**config.mk**
```make
export PLATFORM = sky130hd
export DESIGN_NAME = periph_irq_flags
export DESIGN_NICKNAME = d
export VERILOG_FILES = /design/src/periph_irq_pkg.sv /design/src/periph_irq_flags.sv
export SDC_FILE = /design/constraint.sdc
export NUM_CORES = 1
export LEC_CHECK = 0
export ABC_CLOCK_PERIOD_IN_PS = 1600
export BUFFER_PORTS_ARGS = -buffer_cell sky130_fd_sc_hd__buf_2
export CAP_MARGIN = 10
export CORE_MARGIN = 2
export CORE_UTILIZATION = 43
export CTS_CLUSTER_DIAMETER = 40
export DETAILED_ROUTE_END_ITERATION = 10
export PLACE_DENSITY = 0.75
export SYNTH_ARGS = -nofsm -noshare
export SYNTH_HDL_FRONTEND = slang
export SYNTH_SLANG_ARGS = --single-unit
```
**constraint.sdc**
```tcl
create_clock -name CLK_IN -period 1.6 [get_ports CLK_IN]
set_input_delay 0.24 -clock CLK_IN [delete_from_list [all_inputs] [get_ports CLK_IN]]
set_output_delay 0.24 -clock CLK_IN [all_outputs]
set_load 0.02 [all_outputs]
```
**src/periph_irq_pkg.sv**
```systemverilog
// Register map, field positions and mode codes of the peripheral interrupt flag block.
package periph_irq_pkg;

    // ***************************************************************
    // Register offsets, byte addresses on the APB.
    // ***************************************************************
    localparam logic [7:0] ADDR_FLAGS_1 = 8'h00;
    localparam logic [7:0] ADDR_FLAGS_2 = 8'h04;
    localparam logic [7:0] ADDR_ENABLE_1 = 8'h08;
    localparam logic [7:0] ADDR_ENABLE_2 = 8'h0c;
    localparam logic [7:0] ADDR_CONTROL = 8'h10;

    // ***************************************************************
    // Values after reset and bit masks.
    // ***************************************************************
    localparam logic [7:0] RST_REG = 8'h00;
    localparam logic [7:0] MASK_IMPL_2 = 8'hf5;
    localparam logic [7:0] MASK_WR_1 = 8'hcf;
    localparam logic [7:0] MASK_ALL = 8'hff;
    localparam logic [7:0] MASK_CONTROL = 8'hc0;

    // ***************************************************************
    // Field positions.
    // ***************************************************************
    localparam int BIT_NV_DONE = 7;
    localparam int BIT_ADC_DONE = 6;
    localparam int BIT_RX_FULL = 5;
    localparam int BIT_TX_EMPTY = 4;
    localparam int BIT_CAPCMP_ONE = 2;
    localparam int BIT_CMP_TWO = 6;
    localparam int BIT_CMP_ONE = 5;
    localparam int BIT_GLOBAL_EN = 7;
    localparam int BIT_GROUP_EN = 6;

    // ***************************************************************
    // Capture/compare unit modes.
    // ***************************************************************
    typedef enum logic [1:0] {
        CC_OFF = 2'h0,
        CC_CAPTURE = 2'h1,
        CC_COMPARE = 2'h3,
        CC_PWM = 2'h2
    } capcmp_mode_e;

endpackage : periph_irq_pkg

```
**src/periph_irq_flags.sv**
```systemverilog
// Peripheral interrupt enable and flag registers with APB access and core request output.
`timescale 1ns/1ps

module periph_irq_flags
    import periph_irq_pkg::*;
(
    input wire logic CLK_IN,
    input wire logic RSTN_IN,
    input wire logic CE_IN,
    input wire logic PSEL_IN,
    input wire logic PENABLE_IN,
    input wire logic PWRITE_IN,
    input wire logic [7:0] PADDR_IN,
    input wire logic [31:0] PWDATA_IN,
    output logic [31:0] PRDATA_OUT,
    output logic PREADY_OUT,
    output logic PSLVERR_OUT,
    input wire logic NV_WRITE_DONE_IN,
    input wire logic ADC_DONE_IN,
    input wire logic SERIAL_RX_FULL_IN,
    input wire logic SERIAL_TX_EMPTY_IN,
    input wire logic SYNC_SERIAL_DONE_IN,
    input wire logic [1:0] CAPCMP_ONE_MODE_IN,
    input wire logic CAPCMP_ONE_CAPTURE_IN,
    input wire logic CAPCMP_ONE_MATCH_IN,
    input wire logic TIMER_TWO_MATCH_IN,
    input wire logic TIMER_ONE_OVF_IN,
    input wire logic OSC_FAIL_IN,
    input wire logic CMP_TWO_OUTPUT_IN,
    input wire logic CMP_ONE_OUTPUT_IN,
    input wire logic LCD_EVENT_IN,
    input wire logic LOW_VOLT_IN,
    input wire logic [1:0] CAPCMP_TWO_MODE_IN,
    input wire logic CAPCMP_TWO_CAPTURE_IN,
    input wire logic CAPCMP_TWO_MATCH_IN,
    output logic IRQ_OUT
);

    // ***************************************************************
    // Functions.
    // ***************************************************************

    // A capture counts only in capture mode, a match only in compare mode.
    function automatic logic capcmp_event(input logic [1:0] mode, input logic cap,
                                          input logic match);
        capcmp_event = (mode == CC_CAPTURE && cap) || (mode == CC_COMPARE && match);
    endfunction : capcmp_event

    // Hardware set wins over a software write of zero in the same cycle.
    function automatic logic [7:0] reg_update(input logic [7:0] cur, input logic [7:0] set,
                                              input logic wr, input logic [7:0] wdata,
                                              input logic [7:0] mask);
        logic [7:0] base;
        base = wr ? wdata : cur;
        reg_update = (base | set) & mask;
    endfunction : reg_update

    // ***************************************************************
    // Registers.
    // ***************************************************************
    logic [7:0] flags_1;
    logic [7:0] flags_2;
    logic [7:0] enable_1;
    logic [7:0] enable_2;
    logic [7:0] control;
    logic cmp_two_prev;
    logic cmp_one_prev;

    // ***************************************************************
    // APB decode.
    // ***************************************************************
    wire access_done = PSEL_IN && PENABLE_IN && PREADY_OUT;
    wire wr_done = access_done && PWRITE_IN;
    wire hit_flags_1 = (PADDR_IN == ADDR_FLAGS_1);
    wire hit_flags_2 = (PADDR_IN == ADDR_FLAGS_2);
    wire hit_enable_1 = (PADDR_IN == ADDR_ENABLE_1);
    wire hit_enable_2 = (PADDR_IN == ADDR_ENABLE_2);
    wire hit_control = (PADDR_IN == ADDR_CONTROL);
    wire hit_any = hit_flags_1 || hit_flags_2 || hit_enable_1 || hit_enable_2 || hit_control;
    wire [7:0] wdata = PWDATA_IN[7:0];
    wire next_pready = PSEL_IN && PENABLE_IN && !PREADY_OUT;

    // Receive-full and transmit-empty follow their buffers, never stored.
    wire [7:0] flags_1_view = (flags_1 & MASK_WR_1)
        | ({7'h00, SERIAL_RX_FULL_IN} << BIT_RX_FULL)
        | ({7'h00, SERIAL_TX_EMPTY_IN} << BIT_TX_EMPTY);

    logic [7:0] read_byte;
    always_comb begin
        if (hit_flags_1) begin
            read_byte = flags_1_view;
        end else if (hit_flags_2) begin
            read_byte = flags_2;
        end else if (hit_enable_1) begin
            read_byte = enable_1;
        end else if (hit_enable_2) begin
            read_byte = enable_2;
        end else if (hit_control) begin
            read_byte = control;
        end else begin
            read_byte = RST_REG;
        end
    end

    // ***************************************************************
    // Event sources.
    // ***************************************************************
    wire cc_one_set = capcmp_event(CAPCMP_ONE_MODE_IN, CAPCMP_ONE_CAPTURE_IN,
                                   CAPCMP_ONE_MATCH_IN);
    wire cc_two_set = capcmp_event(CAPCMP_TWO_MODE_IN, CAPCMP_TWO_CAPTURE_IN,
                                   CAPCMP_TWO_MATCH_IN);
    wire cmp_two_chg = CMP_TWO_OUTPUT_IN ^ cmp_two_prev;
    wire cmp_one_chg = CMP_ONE_OUTPUT_IN ^ cmp_one_prev;

    // Flags set from events alone, with no enable term.
    wire [7:0] set_1 = {NV_WRITE_DONE_IN, ADC_DONE_IN, 2'b00, SYNC_SERIAL_DONE_IN,
                        cc_one_set, TIMER_TWO_MATCH_IN, TIMER_ONE_OVF_IN};
    wire [7:0] set_2 = {OSC_FAIL_IN, cmp_two_chg, cmp_one_chg, LCD_EVENT_IN, 1'b0,
                        LOW_VOLT_IN, 1'b0, cc_two_set};

    wire [7:0] next_flags_1 = reg_update(flags_1, set_1, wr_done && hit_flags_1, wdata,
                                         MASK_WR_1);
    wire [7:0] next_flags_2 = reg_update(flags_2, set_2, wr_done && hit_flags_2, wdata,
                                         MASK_IMPL_2);
    wire [7:0] next_enable_1 = reg_update(enable_1, RST_REG, wr_done && hit_enable_1, wdata,
                                          MASK_ALL);
    wire [7:0] next_enable_2 = reg_update(enable_2, RST_REG, wr_done && hit_enable_2, wdata,
                                          MASK_IMPL_2);
    wire [7:0] next_control = reg_update(control, RST_REG, wr_done && hit_control, wdata,
                                         MASK_CONTROL);

    // ***************************************************************
    // Request to the core.
    // ***************************************************************
    wire pending = |(flags_1_view & enable_1) || |(flags_2 & enable_2);
    wire next_irq = control[BIT_GLOBAL_EN] && control[BIT_GROUP_EN] && pending;

    always_ff @(posedge CLK_IN or negedge RSTN_IN) begin
        if (!RSTN_IN) begin
            flags_1 <= RST_REG;
            flags_2 <= RST_REG;
            enable_1 <= RST_REG;
            enable_2 <= RST_REG;
            control <= RST_REG;
        end else if (CE_IN) begin
            flags_1 <= next_flags_1;
            flags_2 <= next_flags_2;
            enable_1 <= next_enable_1;
            enable_2 <= next_enable_2;
            control <= next_control;
        end
    end

    always_ff @(posedge CLK_IN or negedge RSTN_IN) begin
        if (!RSTN_IN) begin
            cmp_two_prev <= 1'b0;
            cmp_one_prev <= 1'b0;
            IRQ_OUT <= 1'b0;
        end else if (CE_IN) begin
            cmp_two_prev <= CMP_TWO_OUTPUT_IN;
            cmp_one_prev <= CMP_ONE_OUTPUT_IN;
            IRQ_OUT <= next_irq;
        end
    end

    always_ff @(posedge CLK_IN or negedge RSTN_IN) begin
        if (!RSTN_IN) begin
            PREADY_OUT <= 1'b0;
            PSLVERR_OUT <= 1'b0;
            PRDATA_OUT <= 32'h0000_0000;
        end else if (CE_IN) begin
            PREADY_OUT <= next_pready;
            PSLVERR_OUT <= next_pready && !hit_any;
            PRDATA_OUT <= next_pready ? {24'h000000, read_byte} : 32'h0000_0000;
        end
    end
endmodule : periph_irq_flags

```
# Word-level counts from Yosys, hierarchy flattened
# Cells that the tools add are included.
[totals]
ff_bits = 65
input_bits = 66
output_inout_bits = 35
[classes]
eq_ne = 8
mux = 8
bitwise = 8
reduce_logical = 31
[ops]
columns = ["cell", "count"]
rows = [
  ["two-way mux 8 bit", 8],
  ["AND 8 bit", 2],
  ["== test 8 x 4 -> 1 bit (second input constant)", 2],
  ["logical AND 1 bit", 16],
  ["OR 8 bit", 2],
  ["OR reduction 8 bit", 2],
  ["== test 8 x 3 -> 1 bit (second input constant)", 1],
  ["== test 8 x 5 -> 1 bit (second input constant)", 1],
  ["logical NOT 8 bit", 1],
  ["OR 8 x 5 -> 8 bit", 1],
  ["OR 8 x 6 -> 8 bit", 1],
  ["logical OR 1 bit", 7],
  ["AND reduction 2 bit", 3],
  ["== test 2 x 1 -> 1 bit (second input constant)", 2],
  ["== test 2 bit (second input constant)", 2],
  ["logical NOT 1 bit", 2],
  ["bitwise XOR 1 bit", 2],
]

# Longest topological paths before layout
# Gate-level depths: netlist (run 1).
[logic_depth]
depth_word = 7
mapped_depth = 6
mapped_depth_nobuf = 4

# Worst setup path after synthesis (run 1)
# OpenSTA, ideal clock, no wires.
[synth_path]
path_type = "input port to flip-flop"
start = "input PADDR_IN[7]"
end = "register enable_1[0]"
setup_ns = 0.125
t_arrival_ns = 1.980
path_slack_ns = -0.505
stages = 4
path_cell_list = "or4_4 -> or4_4 -> nor3_4 -> mux2_2"
[synth_between]
elab_chain_len = 3
[synth_rtl]
columns = ["item", "line", "rtl"]
rows = [
  ["from (decl)", "periph_irq_flags.sv:13", "input wire logic [7:0] PADDR_IN,"],
  ["== test 8 x 4 -> 1 bit", "periph_irq_flags.sv:76", "wire hit_enable_1 = (PADDR_IN == ADDR_ENABLE_1);"],
  ["logical AND 1 bit", "periph_irq_flags.sv:125", "wire [7:0] next_enable_1 = reg_update(enable_1, RST_REG, wr_done && hit_enable_1, wdata,"],
  ["AND reduction 2 bit (no line)", "n/a", ""],
  ["to (signal assigned)", "periph_irq_flags.sv:148", "enable_1 <= next_enable_1;"],
  ["to (decl)", "periph_irq_flags.sv:63", "logic [7:0] enable_1;"],
]
# Every way passes these cells.
# A chain may end at the register's enable or synchronous reset.

# Worst setup path in the final report (run 1)
[layout_path]
start = "input PADDR_IN[7]"
end = "register enable_1[7]"
# Same word-level chain as after synthesis.

==> impl_metrics.json, run 1 <==
{
  "cts.sinks": 41,
  "synth.avg_cell_area_um2": 10.3,
  "worstSetupPathType": "in -> reg",
  "drv_cap": 0,
  "h-tree-depth": 2,
  "dpl.hpwl_um": 4320,
  "antenna_left": 0,
  "slew_violations": 0,
  "synthArstFlopShare_pct": 100,
  "r2r_setup_slack_ps": -110,
  "overflow": 0,
  "min_path_type": "in -> reg",
  "ir_worst_vdd_v": 0.000349,
  "endpoint_kind": "register",
  "clk_pin_slew_worst_paths_ps": 70,
  "port_buffers": 52,
  "rows": 26,
  "finalSetupViolCount": 20,
  "regArea_um2": 1030,
  "yosys-top-cells-count": "41 x dfrtp_1, 24 x buf_4, 24 x mux2_2",
  "syn_inst": 219,
  "die-width_um": 76.6,
  "nets": 361,
  "max_freq_mhz": 528,
  "yosysWarnings": 0,
  "grt_max_degree": 30,
  "initial_utilization_pct": 44.3,
  "yosysSeqAreaShare_pct": 45.3,
  "dr.pass1.iters": 4,
  "tightest_slew_ps": 650,
  "via_count": 1937,
  "numCtsBuffers": 5,
  "cellLeakagePower_uw": 0.00133,
  "cp.arrival_ps": 2080,
  "grt_pass1_wl_um": 9290,
  "yosys_most_used_dff": "dfrtp_1",
  "fin_util_pct": 56.4,
  "drive_above_1_share_pct": 41.7,
  "period_needed_ps": 1890,
  "dp_cells": 355,
  "required_ps": 1780,
  "yosysTopAreaCellShare_pct": 45.3,
  "cp-start-kind": "primary input",
  "multi_input_area_um2": 1140,
  "die_h_um": 76.6,
  "clock_path_buffers": 2,
  "grt_pass1_vias": 1845,
  "io-pin-count": 101,
  "place_congestion": 0.920,
  "yosysTopAreaCell": "dfrtp_1",
  "power.density_nw_per_um2": 705,
  "synth.area.top_cells": "dfrtp_1 45%, mux2_2 12%, buf_4 8.0%, a32oi_1 3.1%, o32ai_1 3.1%",
  "drtIter0Drc": 219,
  "cts-root-buf": "clkbuf_8",
  "fin_setup_tns_ps": -4130,
  "antenna_found_initial": 0,
  "synth_area_um2": 2260,
  "area.growth.synth_to_final_pct": 27.4,
  "ys_ff_latch": 41,
  "die-area_um2": 5860,
  "diodes": 0,
  "rsz0062_at_grt": "true",
  "track_usage_pct": 20.3,
  "ys_types": 34,
  "cts_tree": "yes",
  "post-route-period-util_pct": 118,
  "relSlewSlack_pct": 56.7,
  "clock_latency_ps": 300,
  "whs_ps": 146,
  "finClkSkew_ps": 4.29,
  "cp_max_fo": 4,
  "hold_viol": 0,
  "final.setup.worst_slack_ps": -294,
  "fillers": 456,
  "wl_um": 5790,
  "routed_via_density": 5.31,
  "synth_edf_count": 0,
  "coreArea_um2": 5110,
  "instances_no_fill": 365,
  "violations": "setup timing",
  "yosysMostFrequentCell": "dfrtp_1",
  "status": "complete, but fails checks",
  "drc": 0,
  "wl_per_cell_um": 15.9
}
==> what timing repair did <==
item,in CTS,in global routing
buffers inserted,2,1
endpoints found under the setup margin,20,26
pin swaps,4,8
hold endpoints to repair,27,0
gates resized for setup,15,11
hold buffers,1,0
==> per-stage QoR <==
stage | power [uW] | setup WS (ps) | cell area (um^2)
floorplan | 1260 | -505 | 2350
global placement | 1350 | -575 | 2660
finish | 2030 | -294 | 2880
detailed placement | 1350 | -609 | 2660
global route | 2100 | -342 | 2880
CTS | 2030 | -285 | 2830
==> flip-flops by register name (all words and copies together), names as in the netlist <==
name / cells
PSLVERR_OUT: 1
enable_2: 6
IRQ_OUT: 1
PREADY_OUT: 1
enable_1: 8
control: 2
cmp_two_prev: 1
cmp_one_prev: 1
flags_1: 6
flags_2: 6
PRDATA_OUT: 8
==> final cells by class <==
cell class / instances / share of cell area, %
Multi-Input combinational cell: 156 / 39.6
Tap cell: 70 / 3.04
Timing Repair Buffer: 79 / 17.2
Sequential cell: 41 / 35.6
Clock buffer: 7 / 2.99
Inverter: 12 / 1.56
==> report_power, final <==
part	switching [uW]	total (uW)	internal [uW]
Combinational	185	295	111
Sequential	6.48	1050	1050
Clock	341	683	342
Total	532	2030	1500
==> final timing paths <==
| kind | from | to | depth (start not counted) |
|---|---|---|---|
| max | PADDR_IN[7] | enable_1[7] | 6 |
| min | LOW_VOLT_IN | flags_2[2] | 3 |
| max in group asynchronous | RSTN_IN | enable_2[0] | 3 |
| min in group asynchronous | RSTN_IN | PREADY_OUT | 2 |
| max reg2reg | PREADY_OUT | enable_1[7] | 5 |
| min reg2reg | PRDATA_OUT[1] | PRDATA_OUT[1] | 2 |
==> cells in the final DEF, fill, tap and decap left out, types with 2 or more instances in the layout <==
cell	Yosys	final
buf_4	24	21
o21ai_0	12	8
a32oi_1	8	7
nand3_1	10	8
o21ai_1	0	2
or4_4	2	2
a21oi_1	2	2
nor4_1	3	2
or2_2	2	2
and3_1	2	2
o21ai_2	0	2
buf_2	0	50
dfrtp_1	41	41
conb_1	1	24
mux2_4	0	4
nor2b_1	3	3
inv_1	11	11
clkbuf_8	0	6
a22oi_1	5	5
nor2_1	10	9
mux2_2	24	20
nand3_2	0	2
buf_6	0	7
nand4_1	3	3
o21a_1	2	2
xor2_1	2	2
nand2_1	12	11
nor3_1	2	2
o22ai_1	5	5
a22o_1	3	3
mux2i_1	4	4
o32a_1	2	2
nor4_4	0	2
o32ai_1	8	7
==> logic make-up (layout without fill, tap and decap cells) <==
kind of cell / Yosys count / after routing / synth area share [%]
AOI/OAI and AO/OA: 50 / 50 / 16.1
xor gates and xnor gates: 2 / 2 / 0.774
buffers and inverters: 45 / 98 / 11.4
DFF: 41 / 41 / 45.3
muxes: 28 / 28 / 13.7
other: 1 / 24 / 0.166
and+or+nand+nor: 52 / 52 / 12.4
==> worst max-delay path: stages <==
cell    delay (ps)
buf_6           90
or4_4          530
or4_4          560
nor3_4         180
buf_6          140
mux2_2         330
==> per-layer routing <==
| metal | GRT usage [%] | wire length [um] | vias up |
|---|---|---|---|
| met4 | 6.36 | 65 | 0 |
| met1 | 28.1 | 2510 | 935 |
| met3 | 3.91 | 367 | 7 |
| met2 | 32.3 | 2840 | 82 |
| met5 | 0 | 0 | - |
| li1 | - | - | 913 |
Note: power is estimated with default switching activity, not from simulation.
==> run 2, diff against run 1 <==
--- a/config.mk
+++ b/config.mk
@@ -8,11 +8,13 @@
 export ABC_CLOCK_PERIOD_IN_PS = 1600
 export BUFFER_PORTS_ARGS = -buffer_cell sky130_fd_sc_hd__buf_2
 export CAP_MARGIN = 10
+export CELL_PAD_IN_SITES_DETAIL_PLACEMENT = 1
+export CELL_PAD_IN_SITES_GLOBAL_PLACEMENT = 2
 export CORE_MARGIN = 2
-export CORE_UTILIZATION = 43
+export CORE_UTILIZATION = 25
 export CTS_CLUSTER_DIAMETER = 40
 export DETAILED_ROUTE_END_ITERATION = 10
-export PLACE_DENSITY = 0.75
+export PLACE_DENSITY = 0.74
 export SYNTH_ARGS = -nofsm -noshare
 export SYNTH_HDL_FRONTEND = slang
 export SYNTH_SLANG_ARGS = --single-unit
==> run 2 against run 1 <==
The flow still finishes with violations (setup timing). Combinational power increased by 6%. Clock skew is 3.2 ps higher. Non-clock buffer count grew 4. Die area is 68% higher. Design area rose by 4.6%. Worst setup slack got worse by 22 ps. First-iteration DRC count is 45% lower. Largest cell class unchanged. Utilization is 22 points lower. Critical path type unchanged. Flip-flop and latch count did not move. Count of clock-buffer cells in the layout decreased by 2.
==> impl_metrics.json, run 2 (synthesis gave the netlist of run 1 again) <==
{
  "period_needed_ps": 1920,
  "ir_worst_vdd_v": 0.000259,
  "cts_tree": "yes",
  "area.growth.synth_to_final_pct": 33.2,
  "required_ps": 1790,
  "cp-start-kind": "primary input",
  "drv_cap": 0,
  "grt_pass1_vias": 2176,
  "max_freq_mhz": 522,
  "antenna_left": 0,
  "finClkSkew_ps": 7.52,
  "reg.largest.list": "PRDATA_OUT (8), enable_1 (8)",
  "drtIter0Drc": 120,
  "power.density_nw_per_um2": 805,
  "overflow": 0,
  "drive_above_1_share_pct": 42.3,
  "gr-usage-met3_pct": 2.60,
  "initial_utilization_pct": 25.8,
  "final_common_cell": "buf_2",
  "diodes": 0,
  "die_h_um": 99.2,
  "cp.arrival_ps": 2110,
  "drc": 0,
  "final.setup.worst_slack_ps": -316,
  "dr.pass1.iters": 4,
  "cts-root-buf": "clkbuf_8",
  "grt_util_met1_pct": 20.7,
  "die-area_um2": 9830,
  "cp_max_fo": 8,
  "wl_per_cell_um": 18.0,
  "rsz0062_at_grt": "true",
  "nets": 365,
  "worstSetupPathType": "in -> reg",
  "routed_via_density": 4.83,
  "port_buffers": 52,
  "antenna_found_initial": 0,
  "slew_violations": 0,
  "busiest_layer": "met2",
  "clock_latency_ps": 300,
  "place_congestion": 0.804,
  "dpl_cell_area_um2": 2760,
  "post-route-period-util_pct": 120,
  "track_usage_pct": 15.6,
  "h-tree-depth": 2,
  "die-width_um": 99.2,
  "status": "complete, but fails checks",
  "endpoint_kind": "register",
  "io-pin-count": 101,
  "clk_pin_slew_worst_paths_ps": 100,
  "coreArea_um2": 8760,
  "min_path_type": "in -> reg",
  "finalSetupViolCount": 20,
  "grt_pass1_wl_um": 11800,
  "mostFrequentLayoutCells": "51 x buf_2, 41 x dfrtp_1, 24 x conb_1, 23 x buf_4, 20 x mux2_2",
  "grt_max_degree": 42,
  "dpl.hpwl_um": 5190,
  "clock_path_buffers": 2,
  "violations": "setup timing",
  "fin_area_um2": 3020,
  "via_count": 1972,
  "cts.sinks": 41,
  "numCtsBuffers": 5,
  "grt_use_met2_pct": 25.6,
  "wl_um": 7360,
  "cellLeakagePower_uw": 0.00137,
  "hold_viol": 0,
  "rows": 34,
  "whs_ps": 139
}
-- run 2: changes by cell type in the layout (fill, tap and decap cells not counted), sizes merged --
| cell | previous run | this run |
|---|---|---|
| clkbuf | 7 | 5 |
| inv | 11 | 12 |
| buf | 78 | 82 |
| bufinv | 0 | 2 |
-- run 2: where the power goes --
group / switching, uW / leakage, uW / internal (uW)
Combinational: 200 / 0.000800 / 115
Sequential: 6.05 / 0.000504 / 1050
Clock: 431 / 0.0000687 / 629
Total: 637 / 0.00137 / 1790
-- run 2: path summary, 6_finish.rpt --
check                             from           to  slack (ps)  cells past startpoint
hold / removal             ADC_DONE_IN   flags_1[6]         140                      3
setup / recovery           PADDR_IN[7]  enable_1[6]        -320                      6
min in group asynchronous      RSTN_IN   control[7]         450                      3
hold reg to reg             control[7]   control[7]         520                      1
max in group asynchronous      RSTN_IN  enable_1[0]         930                      3
setup reg to reg            PREADY_OUT  enable_1[6]        -130                      5
-- run 2: repair_timing --
action	CTS	global route
buffers inserted	2	2
hold buffers	1	0
endpoints found under the setup margin	20	20
gates resized for setup	16	8
gates cloned	0	0
endpoints found under the hold margin	41	0
pin swaps	4	6
-- run 2: per-stage QoR --
stage / setup WS (ps) / setup TNS (ps) / instances / total power [uW] / utilization [%]
CTS: -262 / -2690 / 407 / 2430 / 34.0
global placement: -576 / -9900 / 396 / 1370 / 31.5
global route: -349 / -4900 / 408 / 2500 / 34.4
finish: -316 / -3960 / 408 / 2430 / 34.4
detailed placement: -607 / -10320 / 396 / 1370 / 31.5
floorplan: -505 / -6300 / 242 / 1260 / -
-- run 2: critical path, stage by stage --
cell and delay, ps:
buf_6 90, or4_4 540, or4_4 560, nor3_4 180
buf_12 160, mux2_2 330
-- run 2: layout make-up --
class | instances | area, um^2
inverter | 12 | 45.0
clock buffer | 5 | 68.8
tap | 108 | 135
clock inverter | 3 | 68.8
sequential | 41 | 1030
fill | 1010 | 5750
timing repair buffer | 83 | 546
multi-input combinational | 156 | 1130
-- run 2: metal layers --
metal,routed length [um],up-vias
li1,-,921
met1,3220,976
met2,3680,66
met3,354,9
met4,108,0
met5,0,-
